==> config.mk <==
export PLATFORM = sky130hd
export DESIGN_NAME = bil_top
export DESIGN_NICKNAME = d
export VERILOG_FILES = /design/src/verilog/bil_pkg.sv /design/src/verilog/bil_fifo.sv /design/src/verilog/bil_top.sv /design/src/verilog/bil_vec_check.sv
export SDC_FILE = /design/constraint.sdc
export NUM_CORES = 1
export LEC_CHECK = 0
export BUFFER_PORTS_ARGS = -buffer_cell sky130_fd_sc_hd__buf_2
export CORE_AREA = 2 2 188 190
export DETAILED_ROUTE_END_ITERATION = 10
export DIE_AREA = 0 0 190 192
export PLACE_DENSITY = 0.75
export SLEW_MARGIN = 20
export SYNTH_ARGS = -nofsm -noshare
export SYNTH_HDL_FRONTEND = slang
export SYNTH_SLANG_ARGS = --single-unit
export TNS_END_PERCENT = 1
==> constraint.sdc <==
create_clock -name clk_sys_i -period 3.1 [get_ports clk_sys_i]
set_input_delay 0.93 -clock clk_sys_i [delete_from_list [all_inputs] [get_ports clk_sys_i]]
set_output_delay 0.93 -clock clk_sys_i [all_outputs]
set_load 0.1 [all_outputs]
==> src/verilog/bil_pkg.sv <==
// Package: constants, types and states of the boot image loader sequencer
// ----------------------------------------------------------------------------
// Function
// - Init steps run in order: fast irq, stack, ext clock, mck switch, vars, pll
// - Main oscillator measured only when no external clock was detected
// - USB PLL factor toward 48 MHz chosen from oscillator value; nonzero only for 1, 2, 3, 6, 12 MHz
// - RC source, crystal: USB boot only for 3.0, 6.0, 18.432 MHz
// - RC source, bypass: USB boot only for 1, 2, 6, 12, 25, 50 MHz
// - 32 kHz source, crystal: both boots for listed crystals 3.0 to 20.0 MHz
// - 32 kHz source, bypass: both boots for listed inputs up to 50.0 MHz
// - Debug serial port set 115200 8N1 only when slow source select is 1
// - First try serial flash on first chip select; success remaps, jumps zero
// - On failure retry serial flash on second chip select
// - Both serial attempts failing, try NAND; success remaps, jumps zero
// - All fail: icache on, monitor, watchdog off, USB port init, in order
// - Valid image copied to SRAM, then remap, then branch to zero
// - Image valid if seven leading vectors are branch or PC-relative loads
// - Word at 0x14 not checked; its byte count is the length for serial flash, NAND copies a fixed 0x1000
// - Each checked vector needs condition code 0xE in bits 31..28
// - Load vector: base and dest fields 0xF, load, pre-index, writeback set
// - Monitor waits for traffic on USB port, or on debug serial port when slow source select is 1
// ----------------------------------------------------------------------------
package bil_pkg;
    localparam int unsigned VEC_COUNT = 7;
    localparam logic [2:0] SIZE_VEC_IDX = 3'h5;
    localparam logic [31:0] SIZE_VEC_OFS = 32'h0000_0014;
    localparam logic [3:0] COND_ALWAYS = 4'hE;
    localparam logic [3:0] BRANCH_OPC = 4'hA;
    localparam logic [3:0] PC_REG = 4'hF;
    localparam logic [31:0] JUMP_ADDR = 32'h0000_0000;
    localparam logic [31:0] SRAM_LIMIT = 32'h0000_1000;
    localparam logic [31:0] NAND_FIXED_SIZE = 32'h0000_1000;
    localparam int unsigned FIFO_DEPTH = 4;
    localparam int unsigned FIFO_WIDTH = 32;
    localparam int unsigned USB_CLK_MHZ = 48;
    localparam logic [16:0] DBG_BAUD = 17'h1C200;
    // Oscillator codes (kHz) of the measured main clock
    localparam logic [15:0] F_1M = 16'h03E8;
    localparam logic [15:0] F_2M = 16'h07D0;
    localparam logic [15:0] F_3M = 16'h0BB8;
    localparam logic [15:0] F_6M = 16'h1770;
    localparam logic [15:0] F_12M = 16'h2EE0;
    localparam logic [15:0] F_18M = 16'h4800;
    localparam logic [15:0] F_20M = 16'h4E20;
    localparam logic [15:0] F_25M = 16'h61A8;
    localparam logic [15:0] F_50M = 16'hC350;

    typedef enum logic [2:0] {
        BIL_SRC_SPI0 = 3'h1,
        BIL_SRC_SPI1 = 3'h2,
        BIL_SRC_NAND = 3'h4
    } bil_src_t;

    typedef enum logic [19:0] {
        ST_FIQ = 20'h00001,
        ST_STACK = 20'h00002,
        ST_EXTCLK = 20'h00004,
        ST_MCK = 20'h00008,
        ST_VARS = 20'h00010,
        ST_MEAS = 20'h00020,
        ST_PLL = 20'h00040,
        ST_DBG = 20'h00080,
        ST_REQHDR = 20'h00100,
        ST_HDR = 20'h00200,
        ST_CHECK = 20'h00400,
        ST_REQIMG = 20'h00800,
        ST_COPY = 20'h01000,
        ST_REMAP = 20'h02000,
        ST_JUMP = 20'h04000,
        ST_ICACHE = 20'h08000,
        ST_MON = 20'h10000,
        ST_WDOG = 20'h20000,
        ST_USB = 20'h40000,
        ST_WAIT = 20'h80000
    } bil_state_t;

    // Word request toward the flash reader
    typedef struct packed {
        logic valid;
        bil_src_t src;
        logic [31:0] addr;
        logic [31:0] len;
    } bil_req_t;

    // Clock plan result
    typedef struct packed {
        logic usb_ok;
        logic dbg_ok;
        logic [7:0] pll_mul;
    } bil_clk_t;

    // One action strobe per init/fallback step
    typedef struct packed {
        logic fiq_init;
        logic stack_init;
        logic extclk_detect;
        logic mck_switch;
        logic var_init;
        logic osc_measure;
        logic pll_setup;
        logic dbg_init;
        logic remap;
        logic icache_on;
        logic monitor_enter;
        logic wdog_off;
        logic usb_init;
    } bil_step_t;
endpackage

==> src/verilog/bil_fifo.sv <==
// Small word FIFO between flash reader and SRAM writer
`timescale 1ns/1ps
module bil_fifo #(
    parameter int unsigned WIDTH = 32,
    parameter int unsigned DEPTH = 4
) (
    // Clock and reset
    input wire logic clk_sys_i,
    input wire logic rst_n_i,
    input wire logic ce_i,
    input wire logic flush_i,
    // Write side
    input wire logic in_valid_i,
    output logic in_ready_o,
    input wire logic [WIDTH-1:0] in_data_i,
    // Read side
    output logic out_valid_o,
    input wire logic out_ready_i,
    output logic [WIDTH-1:0] out_data_o
);
    localparam int unsigned AW = $clog2(DEPTH);
    typedef struct packed {
        logic [DEPTH-1:0][WIDTH-1:0] mem;
        logic [AW-1:0] wp;
        logic [AW-1:0] rp;
        logic [AW:0] cnt;
    } bil_fifo_st_t;
    bil_fifo_st_t s_r, s_nxt;
    logic push, pop;

    assign in_ready_o = (s_r.cnt != (AW+1)'(DEPTH));
    assign out_valid_o = (s_r.cnt != '0);
    assign out_data_o = s_r.mem[s_r.rp];
    assign push = in_valid_i && in_ready_o;
    assign pop = out_valid_o && out_ready_i;

    always_comb begin
        s_nxt = s_r;
        if (flush_i) begin
            s_nxt.wp = '0;
            s_nxt.rp = '0;
            s_nxt.cnt = '0;
        end else begin
            if (push) begin
                s_nxt.mem[s_r.wp] = in_data_i;
                s_nxt.wp = (s_r.wp == AW'(DEPTH - 1)) ? '0 : s_r.wp + 1'b1;
            end
            if (pop) begin
                s_nxt.rp = (s_r.rp == AW'(DEPTH - 1)) ? '0 : s_r.rp + 1'b1;
            end
            s_nxt.cnt = s_r.cnt + (AW+1)'(push) - (AW+1)'(pop);
        end
    end

    always_ff @(posedge clk_sys_i or negedge rst_n_i) begin
        if (!rst_n_i) begin
            s_r <= '0;
        end else if (ce_i) begin
            s_r <= s_nxt;
        end
    end

    property p_no_overflow;
        @(posedge clk_sys_i) disable iff (!rst_n_i)
        s_r.cnt <= (AW+1)'(DEPTH);
    endproperty
    a_no_overflow: assert property (p_no_overflow) else $error("fifo count over depth");
endmodule

==> src/verilog/bil_top.sv <==
// Boot image loader sequencer: init, image search, copy, remap, fallback
`timescale 1ns/1ps
module bil_top
    import bil_pkg::*;
(
    // Clock, reset, enable
    input wire logic clk_sys_i,
    input wire logic rst_n_i,
    input wire logic ce_i,
    // Clock environment
    input wire logic slow_osc_source_select_i,
    input wire logic osc_bypass_i,
    input wire logic ext_clk_present_i,
    input wire logic [15:0] power_manager_osc_khz_i,
    // Step strobes and status
    output bil_pkg::bil_step_t step_o,
    output logic [7:0] usb_pll_mul_o,
    output logic usb_boot_ok_o,
    output logic [16:0] debug_serial_port_baud_o,
    output logic [31:0] jump_addr_o,
    output logic boot_done_o,
    output logic in_monitor_o,
    output logic [2:0] cur_src_o,
    // Flash reader request
    output bil_pkg::bil_req_t rd_req_o,
    input wire logic rd_ack_i,
    input wire logic rd_fail_i,
    // Flash word stream
    input wire logic rd_valid_i,
    output logic rd_ready_o,
    input wire logic [31:0] rd_data_i,
    // SRAM write port
    output logic sram_we_o,
    output logic [31:0] sram_addr_o,
    output logic [31:0] sram_data_o,
    input wire logic sram_ready_i,
    // Monitor traffic
    input wire logic usb_rx_i,
    input wire logic debug_serial_port_rx_i,
    output logic mon_link_o
);
    typedef struct packed {
        bil_state_t st;
        bil_src_t src;
        bil_step_t step;
        logic [2:0] vidx;
        logic [31:0] len;
        logic [31:0] cnt;
        logic ok;
        logic ext_clk;
        bil_clk_t clk;
        logic [16:0] baud;
        bil_req_t req;
        logic we;
        logic [31:0] waddr;
        logic [31:0] wdata;
        logic done;
        logic link;
    } bil_st_t;

    bil_st_t s_r, s_nxt;
    bil_clk_t clk_plan;
    logic vec_ok, f_valid, f_ready, w_acc;
    logic [31:0] f_data;

    // ------------------------------------------------------------------------
    // Vector checker and FIFO
    // ------------------------------------------------------------------------
    bil_vec_check u_chk (
        .vec_i(f_data),
        .idx_i(s_r.vidx),
        .vec_ok_o(vec_ok),
        .slow_osc_source_select_i(slow_osc_source_select_i),
        .osc_bypass_i(osc_bypass_i),
        .osc_khz_i(power_manager_osc_khz_i),
        .clk_o(clk_plan)
    );

    bil_fifo #(.WIDTH(FIFO_WIDTH), .DEPTH(FIFO_DEPTH)) u_fifo (
        .clk_sys_i(clk_sys_i),
        .rst_n_i(rst_n_i),
        .ce_i(ce_i),
        .flush_i(s_r.st == ST_CHECK),
        .in_valid_i(rd_valid_i),
        .in_ready_o(rd_ready_o),
        .in_data_i(rd_data_i),
        .out_valid_o(f_valid),
        .out_ready_i(f_ready),
        .out_data_o(f_data)
    );

    // Header words pop freely; image words pop when SRAM write slot free
    assign w_acc = !s_r.we || sram_ready_i;
    assign f_ready = (s_r.st == ST_HDR) || ((s_r.st == ST_COPY) && w_acc);

    // ------------------------------------------------------------------------
    // Sequencer
    // ------------------------------------------------------------------------
    always_comb begin
        s_nxt = s_r;
        s_nxt.step = '0;
        if (s_r.we && sram_ready_i) begin
            s_nxt.we = 1'b0;
        end
        if (s_r.req.valid && (rd_ack_i || rd_fail_i)) begin
            s_nxt.req.valid = 1'b0;
        end
        case (s_r.st)
            ST_FIQ: begin
                s_nxt.step.fiq_init = 1'b1;
                s_nxt.st = ST_STACK;
            end
            ST_STACK: begin
                s_nxt.step.stack_init = 1'b1;
                s_nxt.st = ST_EXTCLK;
            end
            ST_EXTCLK: begin
                s_nxt.step.extclk_detect = 1'b1;
                s_nxt.ext_clk = ext_clk_present_i;
                s_nxt.st = ST_MCK;
            end
            ST_MCK: begin
                s_nxt.step.mck_switch = 1'b1;
                s_nxt.st = ST_VARS;
            end
            ST_VARS: begin
                s_nxt.step.var_init = 1'b1;
                s_nxt.st = s_r.ext_clk ? ST_PLL : ST_MEAS;
            end
            ST_MEAS: begin
                s_nxt.step.osc_measure = 1'b1;
                s_nxt.st = ST_PLL;
            end
            ST_PLL: begin
                s_nxt.step.pll_setup = 1'b1;
                s_nxt.clk = clk_plan;
                s_nxt.st = ST_DBG;
            end
            ST_DBG: begin
                if (slow_osc_source_select_i) begin
                    s_nxt.step.dbg_init = 1'b1;
                    s_nxt.baud = DBG_BAUD;
                end
                s_nxt.src = BIL_SRC_SPI0;
                s_nxt.st = ST_REQHDR;
            end
            ST_REQHDR: begin
                s_nxt.req.valid = 1'b1;
                s_nxt.req.src = s_r.src;
                s_nxt.req.addr = JUMP_ADDR;
                s_nxt.req.len = 32'(VEC_COUNT * 4);
                s_nxt.vidx = '0;
                s_nxt.ok = 1'b1;
                s_nxt.st = ST_HDR;
            end
            ST_HDR: begin
                if (s_r.req.valid && rd_fail_i) begin
                    s_nxt.ok = 1'b0;
                    s_nxt.st = ST_CHECK;
                end else if (f_valid) begin
                    s_nxt.ok = s_r.ok && vec_ok;
                    if (s_r.vidx == SIZE_VEC_IDX) begin
                        s_nxt.len = f_data;
                    end
                    s_nxt.vidx = s_r.vidx + 3'h1;
                    if (s_r.vidx == 3'(VEC_COUNT - 1)) begin
                        s_nxt.st = ST_CHECK;
                    end
                end
            end
            ST_CHECK: begin
                if (s_r.ok) begin
                    if (s_r.src == BIL_SRC_NAND) begin
                        s_nxt.len = NAND_FIXED_SIZE;
                    end
                    s_nxt.st = ST_REQIMG;
                end else begin
                    case (s_r.src)
                        BIL_SRC_SPI0: begin
                            s_nxt.src = BIL_SRC_SPI1;
                            s_nxt.st = ST_REQHDR;
                        end
                        BIL_SRC_SPI1: begin
                            s_nxt.src = BIL_SRC_NAND;
                            s_nxt.st = ST_REQHDR;
                        end
                        default: s_nxt.st = ST_ICACHE;
                    endcase
                end
            end
            ST_REQIMG: begin
                s_nxt.req.valid = 1'b1;
                s_nxt.req.src = s_r.src;
                s_nxt.req.addr = JUMP_ADDR;
                s_nxt.req.len = s_r.len;
                s_nxt.cnt = '0;
                s_nxt.st = ST_COPY;
            end
            ST_COPY: begin
                if (s_r.cnt >= s_r.len) begin
                    s_nxt.st = ST_REMAP;
                end else if (f_valid && w_acc) begin
                    s_nxt.we = 1'b1;
                    s_nxt.waddr = s_r.cnt;
                    s_nxt.wdata = f_data;
                    s_nxt.cnt = s_r.cnt + 32'h0000_0004;
                end
            end
            ST_REMAP: begin
                if (!s_r.we) begin
                    s_nxt.step.remap = 1'b1;
                    s_nxt.st = ST_JUMP;
                end
            end
            ST_JUMP: begin
                s_nxt.done = 1'b1;
            end
            ST_ICACHE: begin
                s_nxt.step.icache_on = 1'b1;
                s_nxt.st = ST_MON;
            end
            ST_MON: begin
                s_nxt.step.monitor_enter = 1'b1;
                s_nxt.st = ST_WDOG;
            end
            ST_WDOG: begin
                s_nxt.step.wdog_off = 1'b1;
                s_nxt.st = ST_USB;
            end
            ST_USB: begin
                s_nxt.step.usb_init = 1'b1;
                s_nxt.st = ST_WAIT;
            end
            ST_WAIT: begin
                if (usb_rx_i || (debug_serial_port_rx_i && slow_osc_source_select_i)) begin
                    s_nxt.link = 1'b1;
                end
            end
            default: s_nxt.st = ST_FIQ;
        endcase
    end

    always_ff @(posedge clk_sys_i or negedge rst_n_i) begin
        if (!rst_n_i) begin
            s_r <= '{st: ST_FIQ, src: BIL_SRC_SPI0, default: '0};
        end else if (ce_i) begin
            s_r <= s_nxt;
        end
    end

    // ------------------------------------------------------------------------
    // Outputs
    // ------------------------------------------------------------------------
    assign step_o = s_r.step;
    assign usb_pll_mul_o = s_r.clk.pll_mul;
    assign usb_boot_ok_o = s_r.clk.usb_ok;
    assign debug_serial_port_baud_o = s_r.baud;
    assign jump_addr_o = JUMP_ADDR;
    assign boot_done_o = s_r.done;
    assign in_monitor_o = (s_r.st == ST_WAIT);
    assign cur_src_o = s_r.src;
    assign rd_req_o = s_r.req;
    assign sram_we_o = s_r.we;
    assign sram_addr_o = s_r.waddr;
    assign sram_data_o = s_r.wdata;
    assign mon_link_o = s_r.link;

    // ------------------------------------------------------------------------
    // Assertions
    // ------------------------------------------------------------------------
    property p_init_order;
        @(posedge clk_sys_i) disable iff (!rst_n_i)
        ce_i && step_o.fiq_init ##1 ce_i |-> step_o.stack_init;
    endproperty
    a_init_order: assert property (p_init_order) else $error("stack after fiq");

    property p_meas_skip;
        @(posedge clk_sys_i) disable iff (!rst_n_i)
        step_o.osc_measure |-> !s_r.ext_clk;
    endproperty
    a_meas_skip: assert property (p_meas_skip) else $error("measured with ext clock");

    property p_dbg_sel;
        @(posedge clk_sys_i) disable iff (!rst_n_i)
        step_o.dbg_init |-> $past(slow_osc_source_select_i) && (s_r.baud == DBG_BAUD);
    endproperty
    a_dbg_sel: assert property (p_dbg_sel) else $error("debug port init wrong");

    property p_retry;
        @(posedge clk_sys_i) disable iff (!rst_n_i)
        ce_i && s_r.st == ST_CHECK && !s_r.ok && s_r.src == BIL_SRC_SPI0
        |=> s_r.src == BIL_SRC_SPI1;
    endproperty
    a_retry: assert property (p_retry) else $error("no retry on second select");

    property p_nand;
        @(posedge clk_sys_i) disable iff (!rst_n_i)
        ce_i && s_r.st == ST_CHECK && !s_r.ok && s_r.src == BIL_SRC_SPI1
        |=> s_r.src == BIL_SRC_NAND;
    endproperty
    a_nand: assert property (p_nand) else $error("no NAND attempt");

    property p_fallback;
        @(posedge clk_sys_i) disable iff (!rst_n_i)
        ce_i && step_o.icache_on ##1 ce_i ##1 ce_i
        |-> $past(step_o.monitor_enter) && step_o.wdog_off ##1 step_o.usb_init;
    endproperty
    a_fallback: assert property (p_fallback) else $error("fallback order broken");

    property p_remap_first;
        @(posedge clk_sys_i) disable iff (!rst_n_i)
        $rose(boot_done_o) |-> $past(s_r.st) == ST_JUMP && $past(step_o.remap) && !sram_we_o;
    endproperty
    a_remap_first: assert property (p_remap_first) else $error("jump before remap");

    property p_cond;
        @(posedge clk_sys_i) disable iff (!rst_n_i)
        ce_i && s_r.st == ST_HDR && f_valid && s_r.vidx != SIZE_VEC_IDX
        && f_data[31:28] != COND_ALWAYS |=> !s_r.ok;
    endproperty
    a_cond: assert property (p_cond) else $error("bad condition accepted");

    property p_len;
        @(posedge clk_sys_i) disable iff (!rst_n_i)
        ce_i && s_r.st == ST_HDR && f_valid && s_r.vidx == SIZE_VEC_IDX
        |=> s_r.len == $past(f_data);
    endproperty
    a_len: assert property (p_len) else $error("size word not taken");

    c_boot: cover property (@(posedge clk_sys_i) $rose(boot_done_o));
    c_spi1: cover property (@(posedge clk_sys_i) s_r.src == BIL_SRC_SPI1 && s_r.st == ST_COPY);
    c_mon: cover property (@(posedge clk_sys_i) $rose(mon_link_o));
endmodule

==> src/verilog/bil_vec_check.sv <==
// Exception vector checker and clock plan lookup
`timescale 1ns/1ps
module bil_vec_check
    import bil_pkg::*;
(
    // Vector check
    input wire logic [31:0] vec_i,
    input wire logic [2:0] idx_i,
    output logic vec_ok_o,
    // Clock plan
    input wire logic slow_osc_source_select_i,
    input wire logic osc_bypass_i,
    input wire logic [15:0] osc_khz_i,
    output bil_pkg::bil_clk_t clk_o
);
    logic is_branch, is_load;

    always_comb begin
        is_branch = (vec_i[27:24] == BRANCH_OPC);
        is_load = (vec_i[27:25] == 3'h2) && vec_i[24] && vec_i[21] && vec_i[20]
            && !vec_i[22] && (vec_i[19:16] == PC_REG) && (vec_i[15:12] == PC_REG);
        if (idx_i == SIZE_VEC_IDX) begin
            vec_ok_o = 1'b1;
        end else begin
            vec_ok_o = (vec_i[31:28] == COND_ALWAYS) && (is_branch || is_load);
        end
    end

    always_comb begin
        clk_o.dbg_ok = 1'b1;
        clk_o.usb_ok = 1'b0;
        if (slow_osc_source_select_i) begin
            // Crystal path supports inputs 3 to 20 MHz; bypass path supports inputs up to 50 MHz
            clk_o.usb_ok = osc_bypass_i ? (osc_khz_i <= F_50M) : (osc_khz_i >= F_3M)
                && (osc_khz_i <= F_20M);
        end else if (osc_bypass_i) begin
            case (osc_khz_i)
                F_1M, F_2M, F_6M, F_12M, F_25M, F_50M: clk_o.usb_ok = 1'b1;
                default: clk_o.usb_ok = 1'b0;
            endcase
        end else begin
            case (osc_khz_i)
                F_3M, F_6M, F_18M: clk_o.usb_ok = 1'b1;
                default: clk_o.usb_ok = 1'b0;
            endcase
        end
        // Multiplier toward 48 MHz for exact 1, 2, 3, 6, 12 MHz codes; other values give zero
        clk_o.pll_mul = 8'h00;
        case (osc_khz_i)
            F_1M: clk_o.pll_mul = 8'h30;
            F_2M: clk_o.pll_mul = 8'h18;
            F_3M: clk_o.pll_mul = 8'h10;
            F_6M: clk_o.pll_mul = 8'h08;
            F_12M: clk_o.pll_mul = 8'h04;
            default: clk_o.pll_mul = 8'h00;
        endcase
    end
endmodule
==> results of run 1 <==
-- per-layer routing --
metal | track usage | wire (µm) | vias up
met4 | 0.0826 | 1390 | 10
li1 | - | - | 5579
met5 | 0 | 66 | -
met1 | 0.303 | 17800 | 6074
met2 | 0.362 | 19100 | 375
met3 | 0.0389 | 2210 | 81
-- layout make-up --
class,count,area share
clock inverters,10,0.00666
multi-input cells,986,0.373
flip-flops and latches,345,0.434
inverters,64,0.0121
clock buffers,56,0.0551
diodes,2,0.000251
well taps,455,0.0286
repair buffers,278,0.0901
-- state kept, by name (all words and copies together) (netlist names) --
name,cells
sram_data_o,32
sram_we_o,1
cur_src_o,3
step_o,13
debug_serial_port_baud_o,1
usb_boot_ok_o,1
boot_done_o,1
s_r,87
u_fifo.s_r,135
sram_addr_o,30
mon_link_o,1
usb_pll_mul_o,4
rd_req_o,36
-- cells in the mapped netlist, types with 10 or more instances --
cell	count
o21ai_0	72
nor2_1	49
nand4_1	27
buf_4	205
a21oi_1	39
nand2_1	167
dfrtp_1	343
mux4_2	31
a21o_1	10
nand2b_1	14
a22o_1	34
nor4_1	18
mux2_2	184
nand3_1	23
nor3_1	19
or3_1	22
buf_2	28
clkbuf_1	37
ha_1	41
xnor2_1	10
inv_1	64
-- critical path: stages (launching register included) --
cell and delay [ps]:
dfrtp_2 420, nor4_4 330, nand4_1 170, buf_4 180, or2_4 240, nor2_4 120, buf_12 180
-- power by group through the flow --
stage	clock [W]	combinational, W	sequential [W]
after floorplan	0	0.00271	0.00587
after global placement	0	0.00329	0.00597
after detailed placement	0	0.00339	0.00606
after CTS	0.00451	0.00342	0.00599
after global routing	0.00469	0.00372	0.00612
final	0.00441	0.00344	0.00601
-- worst max path at each step --
| stage | startpoint | to | slack [ps] | cells past startpoint |
|---|---|---|---|---|
| floorplan | s_r[261] | in_monitor_o | 100 | 4 |
| global placement | s_r[261] | u_fifo.s_r[2] | 150 | 14 |
| detailed placement | s_r[261] | u_fifo.s_r[2] | 100 | 14 |
| CTS | s_r[253] | in_monitor_o | 20 | 6 |
| global route | s_r[254] | in_monitor_o | -110 | 6 |
| finish | s_r[253] | in_monitor_o | -8 | 6 |
-- cells in the final DEF (no fill, tap or decap), drive strengths merged, types with 8 or more instances in the layout --
| cell | synthesis | layout |
|---|---|---|
| nand4 | 29 | 29 |
| xnor2 | 10 | 10 |
| conb | 1 | 83 |
| clkbuf | 37 | 56 |
| mux2 | 190 | 190 |
| ha | 41 | 41 |
| a21oi | 39 | 39 |
| nor4 | 21 | 21 |
| a21o | 10 | 10 |
| nor2 | 51 | 51 |
| inv | 64 | 65 |
| or3 | 22 | 22 |
| nand3 | 24 | 24 |
| dfrtp | 343 | 343 |
| o21ai | 75 | 75 |
| nor3 | 19 | 19 |
| nand2 | 167 | 167 |
| buf | 235 | 278 |
| nor2b | 8 | 8 |
| nand2b | 14 | 14 |
| a31oi | 8 | 8 |
| a22o | 34 | 34 |
| mux4 | 31 | 31 |
-- what timing repair did --
| item | in CTS | in global routing |
|---|---|---|
| pin swaps | 4 | 2 |
| cloned | 0 | 0 |
| buffers inserted | 5 | 1 |
| endpoints found under the setup margin | 1 | 12 |
| resized for setup | 8 | 8 |
-- stage by stage --
| stage | util | TNS (ps) |
|---|---|---|
| 4_1_cts | 0.579 | 0 |
| 5_1_grt | 0.581 | -151 |
| 2_1_floorplan | - | 0 |
| 6_report | 0.581 | -8.19 |
| 3_5_place_dp | 0.541 | 0 |
| 3_3_place_gp | 0.541 | 0 |
-- kinds of logic (layout without fill, tap and decap cells) --
family,count (synthesis),in the layout
simple gates,400,400
flops,345,345
buf+inv,336,408
compound gates,223,223
mux,222,222
fa+ha+maj,42,42
xor+xnor,16,16
other cells,1,85
==> flow_summary.ini, run 1 <==
[floorplan]
start_util = 0.518
dieArea_um2 = 36500
core-area_um2 = 34300
dieHeight_um = 192
core.rowCount = 68
die_w_um = 190
ios = 271

[critical_path]
worstSetupEndpointType = primary output
r2r_slack_ps = 110
crit_arrival_ps = 2180
path_class = reg -> out
ff2ff_path_depth = 15
worstReg2RegEnd = u_fifo.s_r[2]
critPathRequiredTime_ps = 2170
cp-start-kind = flop
r2r-start = s_r[253]
cp_max_fo = 2

[drt]
drtPass1Iterations = 5
wl_per_cell_um = 18.5
ant_nets = 0
drt-initial-drc-count = 746
drc = 0
viasPerCell = 5.52
routed_wl_um = 40600
num_vias = 12100

[logic_synthesis]
synth_mux_area_frac = 0.160
synth_xor_area_frac = 0.00790
synthDominantCellAreaShare = 0.484
synth_adder_area_share = 0.0300
synthTopCellsByArea = dfrtp_1, mux2_2, buf_4
synth_top_cell_by_area = dfrtp_1
ys_seq_area_frac = 0.487
async_flop_share = 1.00
yosysUniqueCellTypes = 70
post_synth.cell_area_avg_um2 = 11.2
synth_top_family_by_area = multiplexers
synthesis.instances = 1585
synth_seq_cells = 345
synth_compound_area_frac = 0.0821
ys.flop_type = dfrtp_1
synthSimpleGateAreaFrac = 0.116
ys_warn_count = 0
synth.cell_area_um2 = 17700
synth_edf_count = 0

[sta]
min_period_over_period = 1.00
skew_ps = 13.8
hold_ws_ps = 397
relSlewSlack = 0.306
hold_viol = 0
rsz0062_at_grt = true
worst-slew-pin-transition_ps = 1040
layout_setup_ws_ps = -8.19
fmax_mhz = 322
final_max_slew_viol_count = 0
period_needed_ps = 3110
setup_violations = 1

[pwr]
p_per_area_nw_per_um2 = 696
p_leak_nw = 9.90
ir_drop_mv = 0.508
p_clk_frac = 0.318
p_int_w = 0.00958
comb_power_share = 0.248
power.total_w = 0.0139
power_frac_seq = 0.433
power_switching_w = 0.00427
swShare = 0.309

[run]
cap_violations = 0

[grt]
grt_pass1_vias = 11900
grt_overflow_total = 0
grt_pass1_wl_um = 64100
antenna_found_initial = 8
grt_start_max_net_pins = 81
grt_use_total = 0.223

[cells_and_area]
drive_gt1_frac = 0.338
multi_input_area_um2 = 7430
final_area_um2 = 19900
n_fill_cell = 2842
seq_area_um2 = 8640
area_growth_pct = 12.2
fin_cells = 2196
fin_nets = 1814

[clocking]
clkTransAtPathRegs_ps = 60
cts_tree = done
h-tree-depth = 2
holdBufCountCts = 0
clockRootBuffer = clkbuf_16
cts_num_sinks = 345
clock_latency_ps = 540
cts_buffers = 37
clk_path_buf_depth = 3

[place]
gp_congestion = 0.919
dp_cells = 2122
port_buffers = 187
pre_cts_ws_ps = 96.1
dpl_cell_area_um2 = 18600
dpl.hpwl_um = 29200

[min_path]
hp-class = in -> async

[status]
violations = setup timing
outcome = finished with violations
No activity file was read; power rests on OpenSTA's default activity.
==> run 2: changes to the inputs <==
--- a/config.mk
+++ b/config.mk
@@ -6,10 +6,10 @@
 export NUM_CORES = 1
 export LEC_CHECK = 0
 export BUFFER_PORTS_ARGS = -buffer_cell sky130_fd_sc_hd__buf_2
-export CORE_AREA = 2 2 188 190
+export CORE_AREA = 2 2 214 216
 export DETAILED_ROUTE_END_ITERATION = 10
-export DIE_AREA = 0 0 190 192
-export PLACE_DENSITY = 0.75
+export DIE_AREA = 0 0 216 218
+export PLACE_DENSITY = 0.6
 export SLEW_MARGIN = 20
 export SYNTH_ARGS = -nofsm -noshare
 export SYNTH_HDL_FRONTEND = slang
==> run 2 against run 1 <==
Compared with the run above: the run now ends clean; total power is 4.1% higher; global-route usage is 3.9 points lower; first-iteration DRC count is 5.8% higher; routed wire length is 6.9% higher; worst hold slack worse by 100 ps; worst setup slack better by 56 ps; critical path depth is 1 lower; clock skew is 1.3 ps higher; combinational power is 1% higher; critical endpoint unchanged; largest cell class unchanged; largest power group unchanged.
==> flow_summary.ini, run 2 (same netlist as run 1, synthesis figures left out) <==
[grt]
grt_use_total = 0.185
grt_start_max_net_pins = 61
grt_pass1_wl_um = 68900
grt_pass1_vias = 12000
antenna_found_initial = 7
grt_overflow_total = 0

[floorplan]
ios = 271
dieArea_um2 = 47100
core-area_um2 = 44900
dieHeight_um = 218
start_util = 0.395
die_w_um = 216
core.rowCount = 78

[critical_path]
path_cells = nor4_4 -> nand4_1 -> or2_4 -> nor2_4 -> buf_12
cp_max_fo = 7
max_stage_delay_ps = 460
crit_arrival_ps = 2120
cp-start-kind = flop
critPathRequiredTime_ps = 2170
worstSetupEndpointType = primary output
path_class = reg -> out
r2r-start = s_r[253]
startpoint = s_r[253]
crit_path_top_delay_cell = dfrtp_2

[clocking]
clk_path_buf_depth = 3
h-tree-depth = 2
cts_tree = done
clockRootBuffer = clkbuf_16
clock_latency_ps = 560
cts_num_sinks = 345
cts_buffers = 39
clkTransAtPathRegs_ps = 60

[place]
gp_congestion = 0.877
port_buffers = 187
dp_cells = 2274
dpl.hpwl_um = 31700

[sta]
relSlewSlack = 0.467
rsz0062_at_grt = true
worst-slew-pin-transition_ps = 789
skew_ps = 15.1
setup_violations = 0
fmax_mhz = 328
final_max_slew_viol_count = 0
period_needed_ps = 3050
min_period_over_period = 0.985
hold_viol = 0

[cells_and_area]
fin_cells = 2350
drive_gt1_frac = 0.339
final_cell_mix = dfrtp_1, buf_2, mux2_2
area_growth_pct = 14.4
fin_nets = 1821
layout_commonest_cell = dfrtp_1
largest_register = u_fifo.s_r
largest_register_ffs = 135

[min_path]
hp-class = in -> async

[run]
cap_violations = 0

[status]
outcome = finished clean

[drt]
drc = 0
wl_per_cell_um = 18.5
viasPerCell = 5.11
drtPass1Iterations = 5
ant_nets = 0
drt-initial-drc-count = 789
routed_wl_um = 43400
num_vias = 12000

[pwr]
p_leak_nw = 9.99
p_per_area_nw_per_um2 = 711
power.total_w = 0.0144
ir_drop_mv = 0.471
## run 2: cell count changes in the layout (fill, tap and decap cells not counted), moves of 2 or more
cell       previous run  this run
dfrtp_2               4         2
clkbuf_1              9        12
buf_12               13        15
clkbuf_16            37        40
clkbuf_8             10         4
bufinv_16             2         7
dfrtp_1             339       341
buf_4                79        81
## run 2: final timing paths
path	slack, ps	endpoint	cells past startpoint
min in group clk_sys_i	460	mon_link_o	1
setup / recovery	50	in_monitor_o	5
setup reg to reg	150	u_fifo.s_r[2]	15
max in group asynchronous	2000	rd_req_o[17]	2
hold reg to reg	460	mon_link_o	1
hold / removal	300	u_fifo.s_r[95]	1
## run 2: report_power, final
group / switching (W) / internal (W) / leakage (nW) / total [W]
Combinational: 0.00198 / 0.00151 / 4.90 / 0.00349
Clock: 0.00188 / 0.00306 / 0.663 / 0.00494
Sequential: 0.000537 / 0.00546 / 4.43 / 0.00600
## run 2: worst max-delay path, delay by kind of cell, from the launching register on
family                 cells  cell delay (ps)
buffers and inverters      1              190
flip-flops                 1              460
AND/OR/NAND/NOR            4              910
## run 2: per-layer routing
| layer | vias up | wire [µm] | part of all wire | track usage |
|---|---|---|---|---|
| met5 | - | 55 | 0.0013 | 0 |
| met4 | 8 | 997 | 0.023 | 0.0555 |
| met1 | 6013 | 20100 | 0.46 | 0.262 |
| met2 | 298 | 20000 | 0.46 | 0.288 |
| li1 | 5608 | - | - | - |
| met3 | 70 | 2280 | 0.052 | 0.0365 |
## run 2: layout make-up
type / instances / area, µm²
multi-input combinational: 986 / 7440
clock buffer: 56 / 1100
clock inverter: 13 / 263
fill: 4233 / 24600
tap: 600 / 751
sequential: 345 / 8640
inverter: 64 / 240
antenna: 3 / 7.51
timing repair buffer: 283 / 1860
## run 2: through the flow
step	hold WS [ps]	setup TNS, ps	setup slack [ps]	area [µm²]	utilization
final	297	0	48.0	20300	0.452
after detailed placement	455	0	10.8	18800	0.419
after CTS	302	0	1.84	20200	0.451
after global placement	436	0	89.0	18800	0.419
after floorplan	440	0	99.3	18100	-
after global routing	311	-119	-63.2	20300	0.452
## run 2: repair_timing
action / CTS / global route
hold buffers: 0 / 0
buffers inserted: 3 / 1
setup endpoints to repair: 2 / 11
resized for setup: 6 / 11
pin swaps: 3 / 3
==> run 3: changes to the inputs <==
--- a/config.mk
+++ b/config.mk
@@ -9,7 +9,8 @@
 export CORE_AREA = 2 2 214 216
 export DETAILED_ROUTE_END_ITERATION = 10
 export DIE_AREA = 0 0 216 218
-export PLACE_DENSITY = 0.6
+export GPL_ROUTABILITY_DRIVEN = 0
+export PLACE_DENSITY = 0.67
 export SLEW_MARGIN = 20
 export SYNTH_ARGS = -nofsm -noshare
 export SYNTH_HDL_FRONTEND = slang
==> run 3 against run 2 <==
Compared with the run above: the flow now finishes with violations (setup timing); utilization decreased by 0.51 points; count of clock-buffer cells in the layout increased by 2; cell count decreased by 0.60%; routed wire length decreased by 0.54%; flip-flop and latch count unchanged; clock power decreased by 9.5%; sequential share of layout area increased by 0.50 points; via count increased by 0.49%; total power decreased by 3.4%; global-route usage decreased by 0.27 points; first-iteration DRC count decreased by 14%.
==> flow_summary.ini, run 3 (same netlist as run 1, synthesis figures left out) <==
[drt]
ant_nets = 0
drc = 0
num_vias = 12100
wl_per_cell_um = 18.5
drt-initial-drc-count = 676
viasPerCell = 5.16
routed_wl_um = 43100
drtPass1Iterations = 7

[sta]
min_period_over_period = 1.02
relSlewSlack = 0.422
worst-slew-pin-transition_ps = 855
final_max_slew_viol_count = 0
skew_ps = 27.9
layout_setup_ws_ps = -61.9
period_needed_ps = 3160
setup_violations = 1
fmax_mhz = 316
rsz0062_at_grt = true
hold_viol = 0
tns_ps = -61.9

[clocking]
cts_buffers = 39
clockRootBuffer = clkbuf_16
clk_path_buf_depth = 3
clock_latency_ps = 550
h-tree-depth = 2
clkTransAtPathRegs_ps = 60
holdBufCountCts = 0
cts_num_sinks = 345
cts_tree = done

[floorplan]
core-area_um2 = 44900
dieHeight_um = 218
start_util = 0.395
core.rowCount = 78
dieArea_um2 = 47100
ios = 271
die_w_um = 216

[min_path]
hp-class = in -> async

[critical_path]
critical_path_buf_inv_count = 2
path_class = reg -> out
critPathRequiredTime_ps = 2170
path_cells = nor4_4 -> buf_4 -> nand4_1 -> or2_4 -> nor2_4 -> buf_12
cp_max_fo = 4
worstSetupEndpointType = primary output
crit_path_top_delay_cell = dfrtp_2
crit_cells = 6
crit_family = simple AND/OR/NAND/NOR gates
max_stage_delay_ps = 440
cp-start-kind = flop
ff2ff_path_depth = 15
crit_arrival_ps = 2230

[cells_and_area]
layout_commonest_cell = dfrtp_1
drive_gt1_frac = 0.334
fin_nets = 1810
final_area_um2 = 20100
fin_util = 0.447
final_cell_mix = dfrtp_1, buf_2, mux2_2
area_growth_pct = 13.1
largest_register = u_fifo.s_r
largest_register_ffs = 135

[place]
dpl_cell_area_um2 = 18700
port_buffers = 187
dpl.hpwl_um = 30900

[grt]
grt_pass1_vias = 12100
grt_use_total = 0.182
grt_start_max_net_pins = 74
antenna_found_initial = 7
grt_overflow_total = 0
grt_pass1_wl_um = 67800

[run]
cap_violations = 0

[status]
violations = setup timing
outcome = finished with violations

[pwr]
p_per_area_nw_per_um2 = 695
ir_drop_mv = 0.524
p_leak_nw = 9.88
-- run 3: changes by cell type in the layout (fill, tap and decap cells not counted), sizes merged --
cell	delta
buf	-11
bufinv	-6
clkbuf	+2
clkinv	+1
diode	-1
inv	+1
-- run 3: through the flow --
step                      total power (W)  setup slack (ps)  hold WS (ps)  instances
final                              0.0139             -61.9           332       2336
after global routing               0.0146              -111           352       2335
after CTS                          0.0140              3.07           324       2330
after detailed placement          0.00951              18.0           450       2260
after global placement            0.00933               130           435       2260
after floorplan                   0.00858              99.3           440       1667
-- run 3: routing by layer --
metal,track usage,vias up,share of wire
li1,-,5569,-
met1,0.251,6051,0.45
met2,0.282,333,0.46
met3,0.0411,93,0.056
met4,0.0664,10,0.034
met5,0,-,0.0014
-- run 3: timing repair --
action / CTS / global route
setup buffers: 3 / 4
pin swaps: 3 / 3
endpoints found under the setup margin: 2 / 3
gates resized for setup: 5 / 10
-- run 3: worst paths after layout --
kind	start	end	slack, ps
max in group asynchronous	rst_n_i	cur_src_o[0]	2010
hold reg to reg	sram_data_o[13]	sram_data_o[13]	460
setup reg to reg	s_r[251]	u_fifo.s_r[2]	110
setup / recovery	s_r[251]	in_monitor_o	-60
min in group clk_sys_i	sram_data_o[13]	sram_data_o[13]	460
hold / removal	rst_n_i	u_fifo.s_r[127]	330
-- run 3: area by class of cell --
type,count,area (µm²)
multi-input combinational,986,7420
antenna,2,5.00
sequential,345,8640
tap,600,751
clock buffer,58,1130
clock inverter,9,95.1
inverter,64,240
timing repair buffer,272,1790
fill,4209,24800
-- run 3: report_power, final --
group          switching (W)  internal (W)
logic                0.00198       0.00150
clock network        0.00186       0.00261
registers           0.000528       0.00546
total                0.00437       0.00957
